`src/verilog/idw_pkg.sv`:
```
// Package for the identify parameter word bank (words 51 to 79).
// Assumes an 8-bit word index bus from the identify command engine.
package idw_pkg;

    // Word indices of the bank
    localparam logic [7:0] IDW_LEGACY_PIO   = 8'h33;
    localparam logic [7:0] IDW_VALIDITY     = 8'h35;
    localparam logic [7:0] IDW_CUR_CYL      = 8'h36;
    localparam logic [7:0] IDW_CUR_HEADS    = 8'h37;
    localparam logic [7:0] IDW_CUR_SECT     = 8'h38;
    localparam logic [7:0] IDW_CAP_LO       = 8'h39;
    localparam logic [7:0] IDW_CAP_HI       = 8'h3a;
    localparam logic [7:0] IDW_MULT_SECT    = 8'h3b;
    localparam logic [7:0] IDW_LBA_LO       = 8'h3c;
    localparam logic [7:0] IDW_LBA_HI       = 8'h3d;
    localparam logic [7:0] IDW_MDMA         = 8'h3f;
    localparam logic [7:0] IDW_ADV_PIO      = 8'h40;
    localparam logic [7:0] IDW_MIN_DMA      = 8'h41;
    localparam logic [7:0] IDW_REC_DMA      = 8'h42;
    localparam logic [7:0] IDW_PIO_NOFLOW   = 8'h43;
    localparam logic [7:0] IDW_PIO_FLOW     = 8'h44;
    localparam logic [7:0] IDW_SER_CAP      = 8'h4c;
    localparam logic [7:0] IDW_SER_SUP      = 8'h4e;
    localparam logic [7:0] IDW_SER_ENA      = 8'h4f;

    // Fixed field values
    localparam logic [7:0]  IDW_LEGACY_PIO_MODE = 8'h02;
    localparam logic [15:0] IDW_VALID_BITS      = 16'h0007;
    localparam int          IDW_MULT_VALID_BIT  = 8;
    localparam logic [7:0]  IDW_MDMA_SEL_RST    = 8'h00;
    localparam logic [7:0]  IDW_MULT_RST        = 8'h00;
    localparam logic [5:0]  IDW_FEAT_ENA_RST    = 6'h00;

    // Static configuration straps of the drive
    typedef struct packed {
        logic [15:0] cylinders;
        logic [15:0] heads;
        logic [15:0] sectors;
        logic [31:0] lba_total;
        logic [2:0]  mdma_support;
        logic [1:0]  pio_adv;
        logic [15:0] min_dma_ns;
        logic [15:0] rec_dma_ns;
        logic [15:0] pio_noflow_ns;
        logic [15:0] pio_flow_ns;
        logic [2:0]  ser_cap_hi;
        logic [1:0]  ser_speed;
        logic [5:0]  feat_support;
    } idw_cfg_t;

    // Host setting commands
    typedef struct packed {
        logic       set_mult;
        logic [7:0] mult_count;
        logic       set_mdma;
        logic [1:0] mdma_mode;
        logic       clr_mdma;
        logic       set_feat;
        logic [5:0] feat_mask;
        logic       feat_on;
    } idw_cmd_t;

endpackage

```
`src/verilog/idw_bank.sv`:
```
// Identify parameter words 51 to 79 as a read-only word bank.
// Assumes cfg is static while out of reset; commands are one-cycle pulses.
//
// Function
// - Word 51 high byte reads 02h
// - Word 53 bits 0,1,2 flag valid groups
// - Current geometry words; capacity is the low 32 bits of their product
// - Word 59: bit 8 set, low byte 00h/01h
// - Words 60-61 give total LBA sectors
// - Word 63 high byte one-hot selected mode
// - Word 63 low byte lists supported modes
// - DMA fields supported sets word 53 bit 1
// - Word 64 bits 1,0 flag PIO 4,3
// - Word 65 minimum DMA cycle, not below fastest
// - Word 66 recommended, never below word 65
// - Word 67 no-flow PIO time, not below 68
// - Word 68 equals fastest PIO mode time
// - Unsupported cycle-time fields read zero
// - Word 76 serial capability bits, bit 0 zero
// - Word 78 feature support bits, bit 0 zero
// - Word 79 enabled bits mirror support layout
`timescale 1ns/1ps
`default_nettype none

module idw_bank
    import idw_pkg::*;
(
    // Clock and reset
    input  wire logic        clk,
    input  wire logic        arst_n,
    // Drive configuration
    input  wire idw_cfg_t    cfg,
    // Setting commands from the command decoder
    input  wire idw_cmd_t    cmd,
    // Word read port
    input  wire logic        rd_en,
    input  wire logic [7:0]  rd_index,
    output logic      [15:0] rd_data,
    output logic             rd_valid,
    output logic             rd_hit
);

    ////////////////////////////////////////////////////////////////////////
    // Host-settable state

    logic [7:0] mult_count;
    logic [7:0] mdma_sel;
    logic [5:0] feat_ena;

    // Multiple count only accepts 00h or 01h, else the old value stands
    wire mult_ok = cmd.set_mult && (cmd.mult_count[7:1] == 7'h00);

    // One-hot select of a supported mode only; mode 3 code is refused.
    // A support bit also covers every slower mode below it, so mode k
    // counts as supported when any support bit at k or above is set.
    wire [2:0] mdma_onehot = 3'b001 << cmd.mdma_mode;
    wire [2:0] mdma_reach  = cfg.mdma_support >> cmd.mdma_mode;
    wire mdma_ok = cmd.set_mdma && (cmd.mdma_mode != 2'd3)
                   && (mdma_reach != 3'b000);

    // Only supported features may be enabled
    wire [5:0] next_feat = cmd.feat_on ? (feat_ena | cmd.feat_mask)
                                       : (feat_ena & ~cmd.feat_mask);

    // Settings change only on a setting command
    always_ff @(posedge clk or negedge arst_n) begin
        if (!arst_n) begin
            mult_count <= IDW_MULT_RST;
            mdma_sel   <= IDW_MDMA_SEL_RST;
            feat_ena   <= IDW_FEAT_ENA_RST;
        end else begin
            if (mult_ok)
                mult_count <= cmd.mult_count;
            if (cmd.clr_mdma)
                mdma_sel <= 8'h00;
            else if (mdma_ok)
                mdma_sel <= {5'h00, mdma_onehot};
            if (cmd.set_feat)
                feat_ena <= next_feat & cfg.feat_support;
        end
    end

    ////////////////////////////////////////////////////////////////////////
    // Derived word values

    // Product of current geometry; upper bits beyond 32 are dropped
    wire [47:0] cap_full = cfg.cylinders * cfg.heads * cfg.sectors;
    wire [31:0] capacity = cap_full[31:0];

    // Supported modes: bit 2 implies modes 1 and 0 as well
    wire [7:0] mdma_sup = {5'h00, cfg.mdma_support};
    wire       dma_sup  = (cfg.mdma_support != 3'b000);
    wire       pio_sup  = (cfg.pio_adv != 2'b00);
    wire       grp2_ok  = dma_sup || pio_sup;

    // Cycle-time fields read zero when not supported
    wire [15:0] min_dma = dma_sup ? cfg.min_dma_ns : 16'h0000;
    // Recommended never reported below the minimum
    wire [15:0] rec_dma = !dma_sup ? 16'h0000
                        : (cfg.rec_dma_ns < cfg.min_dma_ns) ? cfg.min_dma_ns
                        : cfg.rec_dma_ns;
    wire [15:0] pio_flow   = pio_sup ? cfg.pio_flow_ns : 16'h0000;
    // No-flow time is clamped up to the flow-control time
    wire [15:0] pio_noflow = !pio_sup ? 16'h0000
                        : (cfg.pio_noflow_ns < cfg.pio_flow_ns)
                          ? cfg.pio_flow_ns : cfg.pio_noflow_ns;

    // Validity word: bit 1 follows any supported timing field
    wire [15:0] validity = {13'h0000, IDW_VALID_BITS[2], grp2_ok,
                            IDW_VALID_BITS[0]};

    ////////////////////////////////////////////////////////////////////////
    // Word values, reserved bits zero-filled throughout

    // Each mapped word exactly as the host will see it
    wire [15:0] w_legacy_pio = {IDW_LEGACY_PIO_MODE, 8'h00};
    wire [15:0] w_validity   = validity;
    wire [15:0] w_cur_cyl    = cfg.cylinders;
    wire [15:0] w_cur_heads  = cfg.heads;
    wire [15:0] w_cur_sect   = cfg.sectors;
    wire [15:0] w_cap_lo     = capacity[15:0];
    wire [15:0] w_cap_hi     = capacity[31:16];
    // Bit 8 marks the multiple setting valid; bits 15 to 9 stay zero
    wire [15:0] w_mult_sect  = (16'h0001 << IDW_MULT_VALID_BIT)
                             | {8'h00, mult_count};
    wire [15:0] w_lba_lo     = cfg.lba_total[15:0];
    wire [15:0] w_lba_hi     = cfg.lba_total[31:16];
    wire [15:0] w_mdma       = {mdma_sel, mdma_sup};
    wire [15:0] w_adv_pio    = {14'h0000, cfg.pio_adv};
    wire [15:0] w_min_dma    = min_dma;
    wire [15:0] w_rec_dma    = rec_dma;
    wire [15:0] w_pio_noflow = pio_noflow;
    wire [15:0] w_pio_flow   = pio_flow;
    wire [15:0] w_ser_cap    = {5'h00, cfg.ser_cap_hi, 5'h00,
                                cfg.ser_speed, 1'b0};
    wire [15:0] w_ser_sup    = {9'h000, cfg.feat_support, 1'b0};
    wire [15:0] w_ser_ena    = {9'h000, feat_ena, 1'b0};

    ////////////////////////////////////////////////////////////////////////
    // Index decode, one slot per mapped word

    // Gated words and match flags; a slot that misses leaves both zero
    wire [18:0][15:0] gated;
    wire [18:0]       hits;

    idw_word_slot #(
        .INDEX (IDW_LEGACY_PIO),
        .WIDTH (16)
    ) i_slot_legacy_pio (
        .rd_index (rd_index),
        .value    (w_legacy_pio),
        .gated    (gated[0]),
        .hit      (hits[0])
    );

    idw_word_slot #(
        .INDEX (IDW_VALIDITY),
        .WIDTH (16)
    ) i_slot_validity (
        .rd_index (rd_index),
        .value    (w_validity),
        .gated    (gated[1]),
        .hit      (hits[1])
    );

    idw_word_slot #(
        .INDEX (IDW_CUR_CYL),
        .WIDTH (16)
    ) i_slot_cur_cyl (
        .rd_index (rd_index),
        .value    (w_cur_cyl),
        .gated    (gated[2]),
        .hit      (hits[2])
    );

    idw_word_slot #(
        .INDEX (IDW_CUR_HEADS),
        .WIDTH (16)
    ) i_slot_cur_heads (
        .rd_index (rd_index),
        .value    (w_cur_heads),
        .gated    (gated[3]),
        .hit      (hits[3])
    );

    idw_word_slot #(
        .INDEX (IDW_CUR_SECT),
        .WIDTH (16)
    ) i_slot_cur_sect (
        .rd_index (rd_index),
        .value    (w_cur_sect),
        .gated    (gated[4]),
        .hit      (hits[4])
    );

    idw_word_slot #(
        .INDEX (IDW_CAP_LO),
        .WIDTH (16)
    ) i_slot_cap_lo (
        .rd_index (rd_index),
        .value    (w_cap_lo),
        .gated    (gated[5]),
        .hit      (hits[5])
    );

    idw_word_slot #(
        .INDEX (IDW_CAP_HI),
        .WIDTH (16)
    ) i_slot_cap_hi (
        .rd_index (rd_index),
        .value    (w_cap_hi),
        .gated    (gated[6]),
        .hit      (hits[6])
    );

    idw_word_slot #(
        .INDEX (IDW_MULT_SECT),
        .WIDTH (16)
    ) i_slot_mult_sect (
        .rd_index (rd_index),
        .value    (w_mult_sect),
        .gated    (gated[7]),
        .hit      (hits[7])
    );

    idw_word_slot #(
        .INDEX (IDW_LBA_LO),
        .WIDTH (16)
    ) i_slot_lba_lo (
        .rd_index (rd_index),
        .value    (w_lba_lo),
        .gated    (gated[8]),
        .hit      (hits[8])
    );

    idw_word_slot #(
        .INDEX (IDW_LBA_HI),
        .WIDTH (16)
    ) i_slot_lba_hi (
        .rd_index (rd_index),
        .value    (w_lba_hi),
        .gated    (gated[9]),
        .hit      (hits[9])
    );

    idw_word_slot #(
        .INDEX (IDW_MDMA),
        .WIDTH (16)
    ) i_slot_mdma (
        .rd_index (rd_index),
        .value    (w_mdma),
        .gated    (gated[10]),
        .hit      (hits[10])
    );

    idw_word_slot #(
        .INDEX (IDW_ADV_PIO),
        .WIDTH (16)
    ) i_slot_adv_pio (
        .rd_index (rd_index),
        .value    (w_adv_pio),
        .gated    (gated[11]),
        .hit      (hits[11])
    );

    idw_word_slot #(
        .INDEX (IDW_MIN_DMA),
        .WIDTH (16)
    ) i_slot_min_dma (
        .rd_index (rd_index),
        .value    (w_min_dma),
        .gated    (gated[12]),
        .hit      (hits[12])
    );

    idw_word_slot #(
        .INDEX (IDW_REC_DMA),
        .WIDTH (16)
    ) i_slot_rec_dma (
        .rd_index (rd_index),
        .value    (w_rec_dma),
        .gated    (gated[13]),
        .hit      (hits[13])
    );

    idw_word_slot #(
        .INDEX (IDW_PIO_NOFLOW),
        .WIDTH (16)
    ) i_slot_pio_noflow (
        .rd_index (rd_index),
        .value    (w_pio_noflow),
        .gated    (gated[14]),
        .hit      (hits[14])
    );

    idw_word_slot #(
        .INDEX (IDW_PIO_FLOW),
        .WIDTH (16)
    ) i_slot_pio_flow (
        .rd_index (rd_index),
        .value    (w_pio_flow),
        .gated    (gated[15]),
        .hit      (hits[15])
    );

    idw_word_slot #(
        .INDEX (IDW_SER_CAP),
        .WIDTH (16)
    ) i_slot_ser_cap (
        .rd_index (rd_index),
        .value    (w_ser_cap),
        .gated    (gated[16]),
        .hit      (hits[16])
    );

    idw_word_slot #(
        .INDEX (IDW_SER_SUP),
        .WIDTH (16)
    ) i_slot_ser_sup (
        .rd_index (rd_index),
        .value    (w_ser_sup),
        .gated    (gated[17]),
        .hit      (hits[17])
    );

    idw_word_slot #(
        .INDEX (IDW_SER_ENA),
        .WIDTH (16)
    ) i_slot_ser_ena (
        .rd_index (rd_index),
        .value    (w_ser_ena),
        .gated    (gated[18]),
        .hit      (hits[18])
    );

    ////////////////////////////////////////////////////////////////////////
    // Word selection

    logic [15:0] word_mux;
    logic        word_hit;

    // At most one slot hits, so an OR of the gated words selects it;
    // an unmapped index leaves every slot dark and reads zero
    assign word_mux = gated[0]  | gated[1]  | gated[2]  | gated[3]
                    | gated[4]  | gated[5]  | gated[6]  | gated[7]
                    | gated[8]  | gated[9]  | gated[10] | gated[11]
                    | gated[12] | gated[13] | gated[14] | gated[15]
                    | gated[16] | gated[17] | gated[18];
    assign word_hit = |hits;

    ////////////////////////////////////////////////////////////////////////
    // Registered read answer, one cycle after rd_en

    always_ff @(posedge clk or negedge arst_n) begin
        if (!arst_n) begin
            rd_data  <= 16'h0000;
            rd_valid <= 1'b0;
            rd_hit   <= 1'b0;
        end else begin
            rd_valid <= rd_en;
            rd_data  <= rd_en ? word_mux : 16'h0000;
            rd_hit   <= rd_en && word_hit;
        end
    end

endmodule

////////////////////////////////////////////////////////////////////////////
// One word slot: matches the read index and gates its word onto an OR bus

module idw_word_slot #(
    parameter logic [7:0] INDEX = 8'h00,
    parameter int         WIDTH = 16
) (
    // Read index from the host side
    input  wire logic [7:0]       rd_index,
    // Word presented by this slot
    input  wire logic [WIDTH-1:0] value,
    // Gated word and match flag
    output logic      [WIDTH-1:0] gated,
    output logic                  hit
);

    // A miss drives zeros, which is what lets the slots be ORed together
    assign hit   = (rd_index == INDEX);
    assign gated = hit ? value : '0;

endmodule

`default_nettype wire

```
`config.mk`:
```
export PLATFORM = sky130hd
export DESIGN_NAME = idw_bank
export DESIGN_NICKNAME = d
export VERILOG_FILES = /design/src/verilog/idw_pkg.sv /design/src/verilog/idw_bank.sv
export SDC_FILE = /design/constraint.sdc
export NUM_CORES = 2
export LEC_CHECK = 0
export CAP_MARGIN = 20
export CORE_UTILIZATION = 50
export DETAILED_ROUTE_END_ITERATION = 12
export DONT_BUFFER_PORTS = 1
export PLACE_DENSITY = 0.68
export SYNTH_ARGS = -nofsm -noshare
export SYNTH_HDL_FRONTEND = slang
export SYNTH_SLANG_ARGS = --single-unit
```
`constraint.sdc`:
```
create_clock -name clk -period 1.8 [get_ports clk]
set_clock_uncertainty 0.15 [all_clocks]
set_input_delay 0.18 -clock clk [delete_from_list [all_inputs] [get_ports clk]]
set_output_delay 0.18 -clock clk [all_outputs]
set_load 0.02 [all_outputs]
```
* After elaboration in Yosys (flattened, before gate mapping)
Cells that the tools add are included.
Word-level totals: register bits 40, latch bits 0, bits in writable memories 0, memory bits (read-only) 0, input bits 192, output and inout bits 18, word-level logic and storage cells 94, memories 0
Operators by class: $add $sub $neg 0, multiply operators 2, div/mod/pow operators 0, order comparisons 2, equality and inequality tests 20, shift-type cells 2, mux-type cells 29, bitwise operators 22, reductions and logical operators 11
Operator list (count):
- $mux 16 | 19
- $or 16x16->16 | 18
- $eq 8x6->1 const B | 11
- $eq 8x7->1 const B | 8
- $lt 16x16->1 | 2
- $mul 16x16->32 | 1
- $mul 32x16->32 | 1
- $reduce_or 19->1 | 1
- $mux 8 | 2
- $mux 7 | 2
- $and 6x6->6 | 2
- $mux 11 | 1
- $mux 10 | 1
- $mux 9 | 1
- $logic_not 7->1 | 1
- $mux 6 | 1
- $not 6->6 | 1
- $or 6x6->6 | 1
- $reduce_bool 3->1 | 2
- $logic_and 1x1->1 | 4
- $reduce_bool 2->1 | 2
- $mux 3 | 1
- $shl 1x2->3 const A | 1
- $shr 3x2->3 | 1
- 3 further kinds | 3

* Longest topological paths before layout
word-level depth 22, gate-level depth with buffers 48, mapped depth without buffers 46

* Modules after synthesis
Synthesis repeated with hierarchy kept, for this count alone.
Unflattened totals: cells, all modules 3430, area, all modules 27911.8 um2
By module, submodules not included:
- idw_bank | times used 1, cells each 2701, area each 23060.9 um2, sequential area each 875.8 um2
- idw_word_slot at i_slot_cap_hi ... | times used 5, cells each 38, area each 250.2 um2, sequential area each 0.0 um2
- idw_word_slot at i_slot_min_dma ... | times used 2, cells each 39, area each 262.8 um2, sequential area each 0.0 um2
- idw_word_slot at i_slot_cur_sect ... | times used 2, cells each 39, area each 256.5 um2, sequential area each 0.0 um2
- idw_word_slot at i_slot_cur_heads ... | times used 2, cells each 38, area each 247.7 um2, sequential area each 0.0 um2
- idw_word_slot at i_slot_ser_ena | times used 1, cells each 38, area each 272.8 um2, sequential area each 0.0 um2
- idw_word_slot at i_slot_lba_lo | times used 1, cells each 39, area each 265.3 um2, sequential area each 0.0 um2
- idw_word_slot at i_slot_lba_hi | times used 1, cells each 38, area each 264.0 um2, sequential area each 0.0 um2
- idw_word_slot at i_slot_adv_pio | times used 1, cells each 39, area each 260.2 um2, sequential area each 0.0 um2
- idw_word_slot at i_slot_mdma | times used 1, cells each 38, area each 255.2 um2, sequential area each 0.0 um2
- idw_word_slot at i_slot_pio_flow | times used 1, cells each 39, area each 252.7 um2, sequential area each 0.0 um2
- idw_word_slot at i_slot_legacy_pio | times used 1, cells each 38, area each 249.0 um2, sequential area each 0.0 um2
- idw_word_slot at i_slot_ser_cap | times used 1, cells each 38, area each 246.5 um2, sequential area each 0.0 um2

* Worst setup path after synthesis
Ideal clock, no wire load.
kind input -> register, from input port cfg[132] in the netlist's numbering, to register rd_data[15], setup time 0.119 ns, data arrival time 10.842 ns, data required time 1.531 ns, path slack -9.311 ns, stages 42, buffers on the path 3, path through clkbuf_1 -> clkbuf_1 -> nand2_1 -> fa_1 -> fa_1 -> inv_1 -> fa_1 -> inv_1 -> fa_1 -> fa_1 -> fa_1 -> inv_1 -> ha_1 -> buf_2 -> a211oi_1 -> o21ai_0 -> a2111o_1 -> a31o_2 -> [6 not listed] -> inv_1 -> fa_1 -> inv_1 -> fa_1 -> fa_1 -> fa_1 -> xor2_1 -> xnor2_1 -> xnor2_1 -> xnor2_1 -> xnor2_1 -> xnor3_1 -> xor3_1 -> xnor3_1 -> xnor3_1 -> xnor2_1 -> nor2_1 -> o21a_1
On the way: word-level cells in the longest chain between the ends 18, elaborated cells between the ends (all ways) 19, classes of those cells mul: 2; mux: 3; bitwise: 14
RTL lines:
- from (decl) | line idw_bank.sv:32 | input wire idw_cfg_t cfg,
- $mul 16x16->32 * | line idw_bank.sv:87 | wire [47:0] cap_full = cfg.cylinders * cfg.heads * cfg.sectors;
- $mul 32x16->32 * | line idw_bank.sv:87
- $mux 16 | line idw_bank.sv:386 | assign gated = hit ? value : '0;
- $or 16x16->16 | line idw_bank.sv:345 | | gated[4] | gated[5] | gated[6] | gated[7]
- $or 16x16->16 * (2 in a row) | line idw_bank.sv:345
- $or 16x16->16 * (4 in a row) | line idw_bank.sv:346 | | gated[8] | gated[9] | gated[10] | gated[11]
- $or 16x16->16 * (4 in a row) | line idw_bank.sv:347 | | gated[12] | gated[13] | gated[14] | gated[15]
- $or 16x16->16 * (3 in a row) | line idw_bank.sv:348 | | gated[16] | gated[17] | gated[18];
- $mux 16 * | line idw_bank.sv:361 | rd_data <= rd_en ? word_mux : 16'h0000;
- to (signal assigned) | line idw_bank.sv:361
- to (decl) | line idw_bank.sv:38 | output logic [15:0] rd_data,
Every way passes the cells marked *; elsewhere a longest branch is shown, timed or not. A chain may end at the register's enable or synchronous reset.

* Worst setup path in the final report
from input port cfg[130] in the netlist's numbering, to register rd_data[15]
Same word-level chain as after synthesis.

==> results.md <==
- Synth async-reset ratio: 100.0%
- Synth unique cells: 70
- Die X: 219.8 um
- WHS Path Cells: 3
- Die Ht: 219.8 um
- Vias post-DR: 20530
- Most used cell, CP: fa_1
- Commonest non-fill, non-tap cells in the layout: 567 x inv_1, 479 x fa_1, 410 x nand2_1
- Crit path max-delay family: adder cells
- Commonest non-fill, non-tap cell in the layout: inv_1
- Minimum clock period: 10.40 ns
- Drt wl/cell: 22.12 um
- Io pins: 210
- Req. time, crit path: 1.84 ns
- CP max stage cell: fa_1
- Reg2Reg Depth: 8
- Antenna violations before repair: 2
- Layout area overhead: 19.64%
- Outcome: finished, violations left
- Max Clock Freq: 96.13 MHz
- FF-to-FF setup slack: -0.26 ns
- Placer Congestion: 1.012
- Avg Inst Size Synth: 8.547 sq um
- Clock Tree Buf Depth: 2
- HP Class: in2reg
- Worst slew margin: 45.27%
- CP max FO: 17
- Worst-margin pin slew: 0.8209 ns
- Die area: 48310 sq um
- Buf/Inv on CP: 9
- DR iter-0 viols: 1688
- Total track usage: 34.57%
- Core area: 46650 sq um
- Register area share after synthesis: 3.693%
- Syn Nets: 3664
- Setup CP Type: in2reg
- Most used flip-flop cell after synthesis: dfrtp_1
- Post-route DRC: 0
- Largest net degree at the start of global routing: 36
- Yosys warns: 0
- Nets: 3885
- Port Buf Inserts: 0
- Rows: 79
- Max incr delay on CP: 0.56 ns
- Yosys reg bits: 35
- Worst skew pair latency: 0.30 ns
- CTS buffer count: 5
- Drt pass-1 iters: 6
- Max-cap violations: 0
- CTS H-tree lvls: 2
- Arrival time worst endpoint: 10.44 ns
- Fraction of layout instances using a drive strength above 1: 18.95%
- Detailed Route WL: 79.78 mm
- R2r endpoint: rd_data[9]$_DFF_PN0_
- TritonCTS clock tree: yes
- Final-report hold violation count: 1
- Vias in the first global route: 22870
- Worst hold slack: -0.004802 ns
- Dpl hpwl: 64.51 mm
- Worst Setup End Kind: register
- Crit share post-route: 577.9%
- CTS root buffer: clkbuf_16
- Violated checks: hold timing, setup timing
- Worst-path clk slew: 0.07 ns
- Fin. max-slew vios: 0
- Worst path depth: 41
- Mapped Cells: 2775
- Synthesized area: 23720 sq um
- RR Startpoint: mdma_sel[1]$_DFFE_PN0P_
- Number of routed nets with antenna violations: 0
- Hold Crit Start: cfg[65]
- EDFF count, synth: 0
- Critical Path Source: cfg[130]
- Unrepaired setup endpoints after global routing: yes
- Grt ovf: 0
- WHS Endpoint: rd_data[6]$_DFF_PN0_
- Starting density of the core: 50.84%
- Sink Count: 35
- Startpoint class of the critical path: input port
- Via density: 5.694
- Final setup margin: -8.602 ns
- First-pass GRT wire length: 126.7 mm
- Setup Viol. Count Final: 16
==> sequential cells by signal (all words and copies together), names as in the netlist <==
signal / count
rd_valid: 1
rd_data: 16
rd_hit: 1
feat_ena: 6
mdma_sel: 3
mult_count: 8
==> repair_timing <==
action	4_1_cts	5_1_grt
gates cloned	1	0
setup endpoints to repair	16	16
pin swaps	86	96
setup buffers	21	16
gates resized for setup	135	60
hold buffers	22	0
hold endpoints to repair	52	0
==> synth_stat cells, drive strengths merged, types with 26 or more instances <==
cell type,instances,area (sq um)
mux2i,35,350.3
nor2,61,229.0
nand3,31,155.2
a21oi,76,384.1
xnor2,48,420.4
fa,498,9970
a21o,35,262.8
ha,199,2490
dfrtp,35,875.8
and3,26,162.7
and2,262,1639
nand2,427,1603
clkbuf,128,480.5
inv,597,2241
o21ai,50,250.2
==> worst max-delay path by stage <==
stage	end	slack, ns
after floorplan	rd_data[15]$_DFF_PN0_	-8.65
after CTS	rd_data[15]$_DFF_PN0_	-8.56
after global routing	rd_data[15]$_DFF_PN0_	-9.00
after global placement	rd_data[9]$_DFF_PN0_	-8.84
final	rd_data[15]$_DFF_PN0_	-8.60
after detailed placement	rd_data[15]$_DFF_PN0_	-8.96
==> layout make-up <==
cell class / instances / area, sq um
clock buffer: 7 / 142.6
tap: 607 / 759.5
sequential: 35 / 875.8
timing repair buffer: 346 / 2995
inverter: 597 / 2241
multi-input combinational: 2011 / 21350
clock inverter: 1 / 8.758
antenna: 2 / 5.005
fill: 4045 / 18280
==> kinds of logic (layout without fill, tap and decap cells) <==
kind of cell	after synthesis	count (layout)	synth area share [%]
AOI/OAI and AO/OA	301	301	8.984
xor gates and xnor gates	75	75	3.128
adders and majority gates	697	697	52.53
buffers and inverters	729	951	11.56
DFF	35	35	3.693
muxes	36	36	1.525
other	0	2	0
and+or+nand+nor	902	902	18.58
==> routing by layer <==
metal	global-route usage, %	part of all wire (%)
met4	15.77	5.1
met5	0	0
met2	57.03	47
met3	7.329	9.9
met1	43.44	38
==> stage by stage <==
step / setup TNS, ns / area, sq um / worst slack, ns / std cells / utilization, %
floorplan: -128.43 / 24380 / -8.649 / 2775 / -
global placement: -136.97 / 26890 / -8.843 / 3545 / 57.65
detailed placement: -137.74 / 26890 / -8.963 / 3545 / 57.65
CTS: -129.53 / 28060 / -8.556 / 3592 / 60.15
global route: -137.26 / 28370 / -8.996 / 3604 / 60.81
finish: -131.83 / 28380 / -8.602 / 3606 / 60.82
==> worst register-to-register path, stage by stage, from the launching register on <==
cell	delay, ns
dfrtp_1	0.38
a31oi_1	0.16
o21ai_0	0.16
a221oi_1	0.32
buf_4	0.17
nand3_1	0.11
a221oi_2	0.23
o221a_2	0.22
nor2_1	0.04
Power is left out: the tool's default activity adds up to more than one toggle a clock period on the data nets, which glitch-free logic cannot reach.
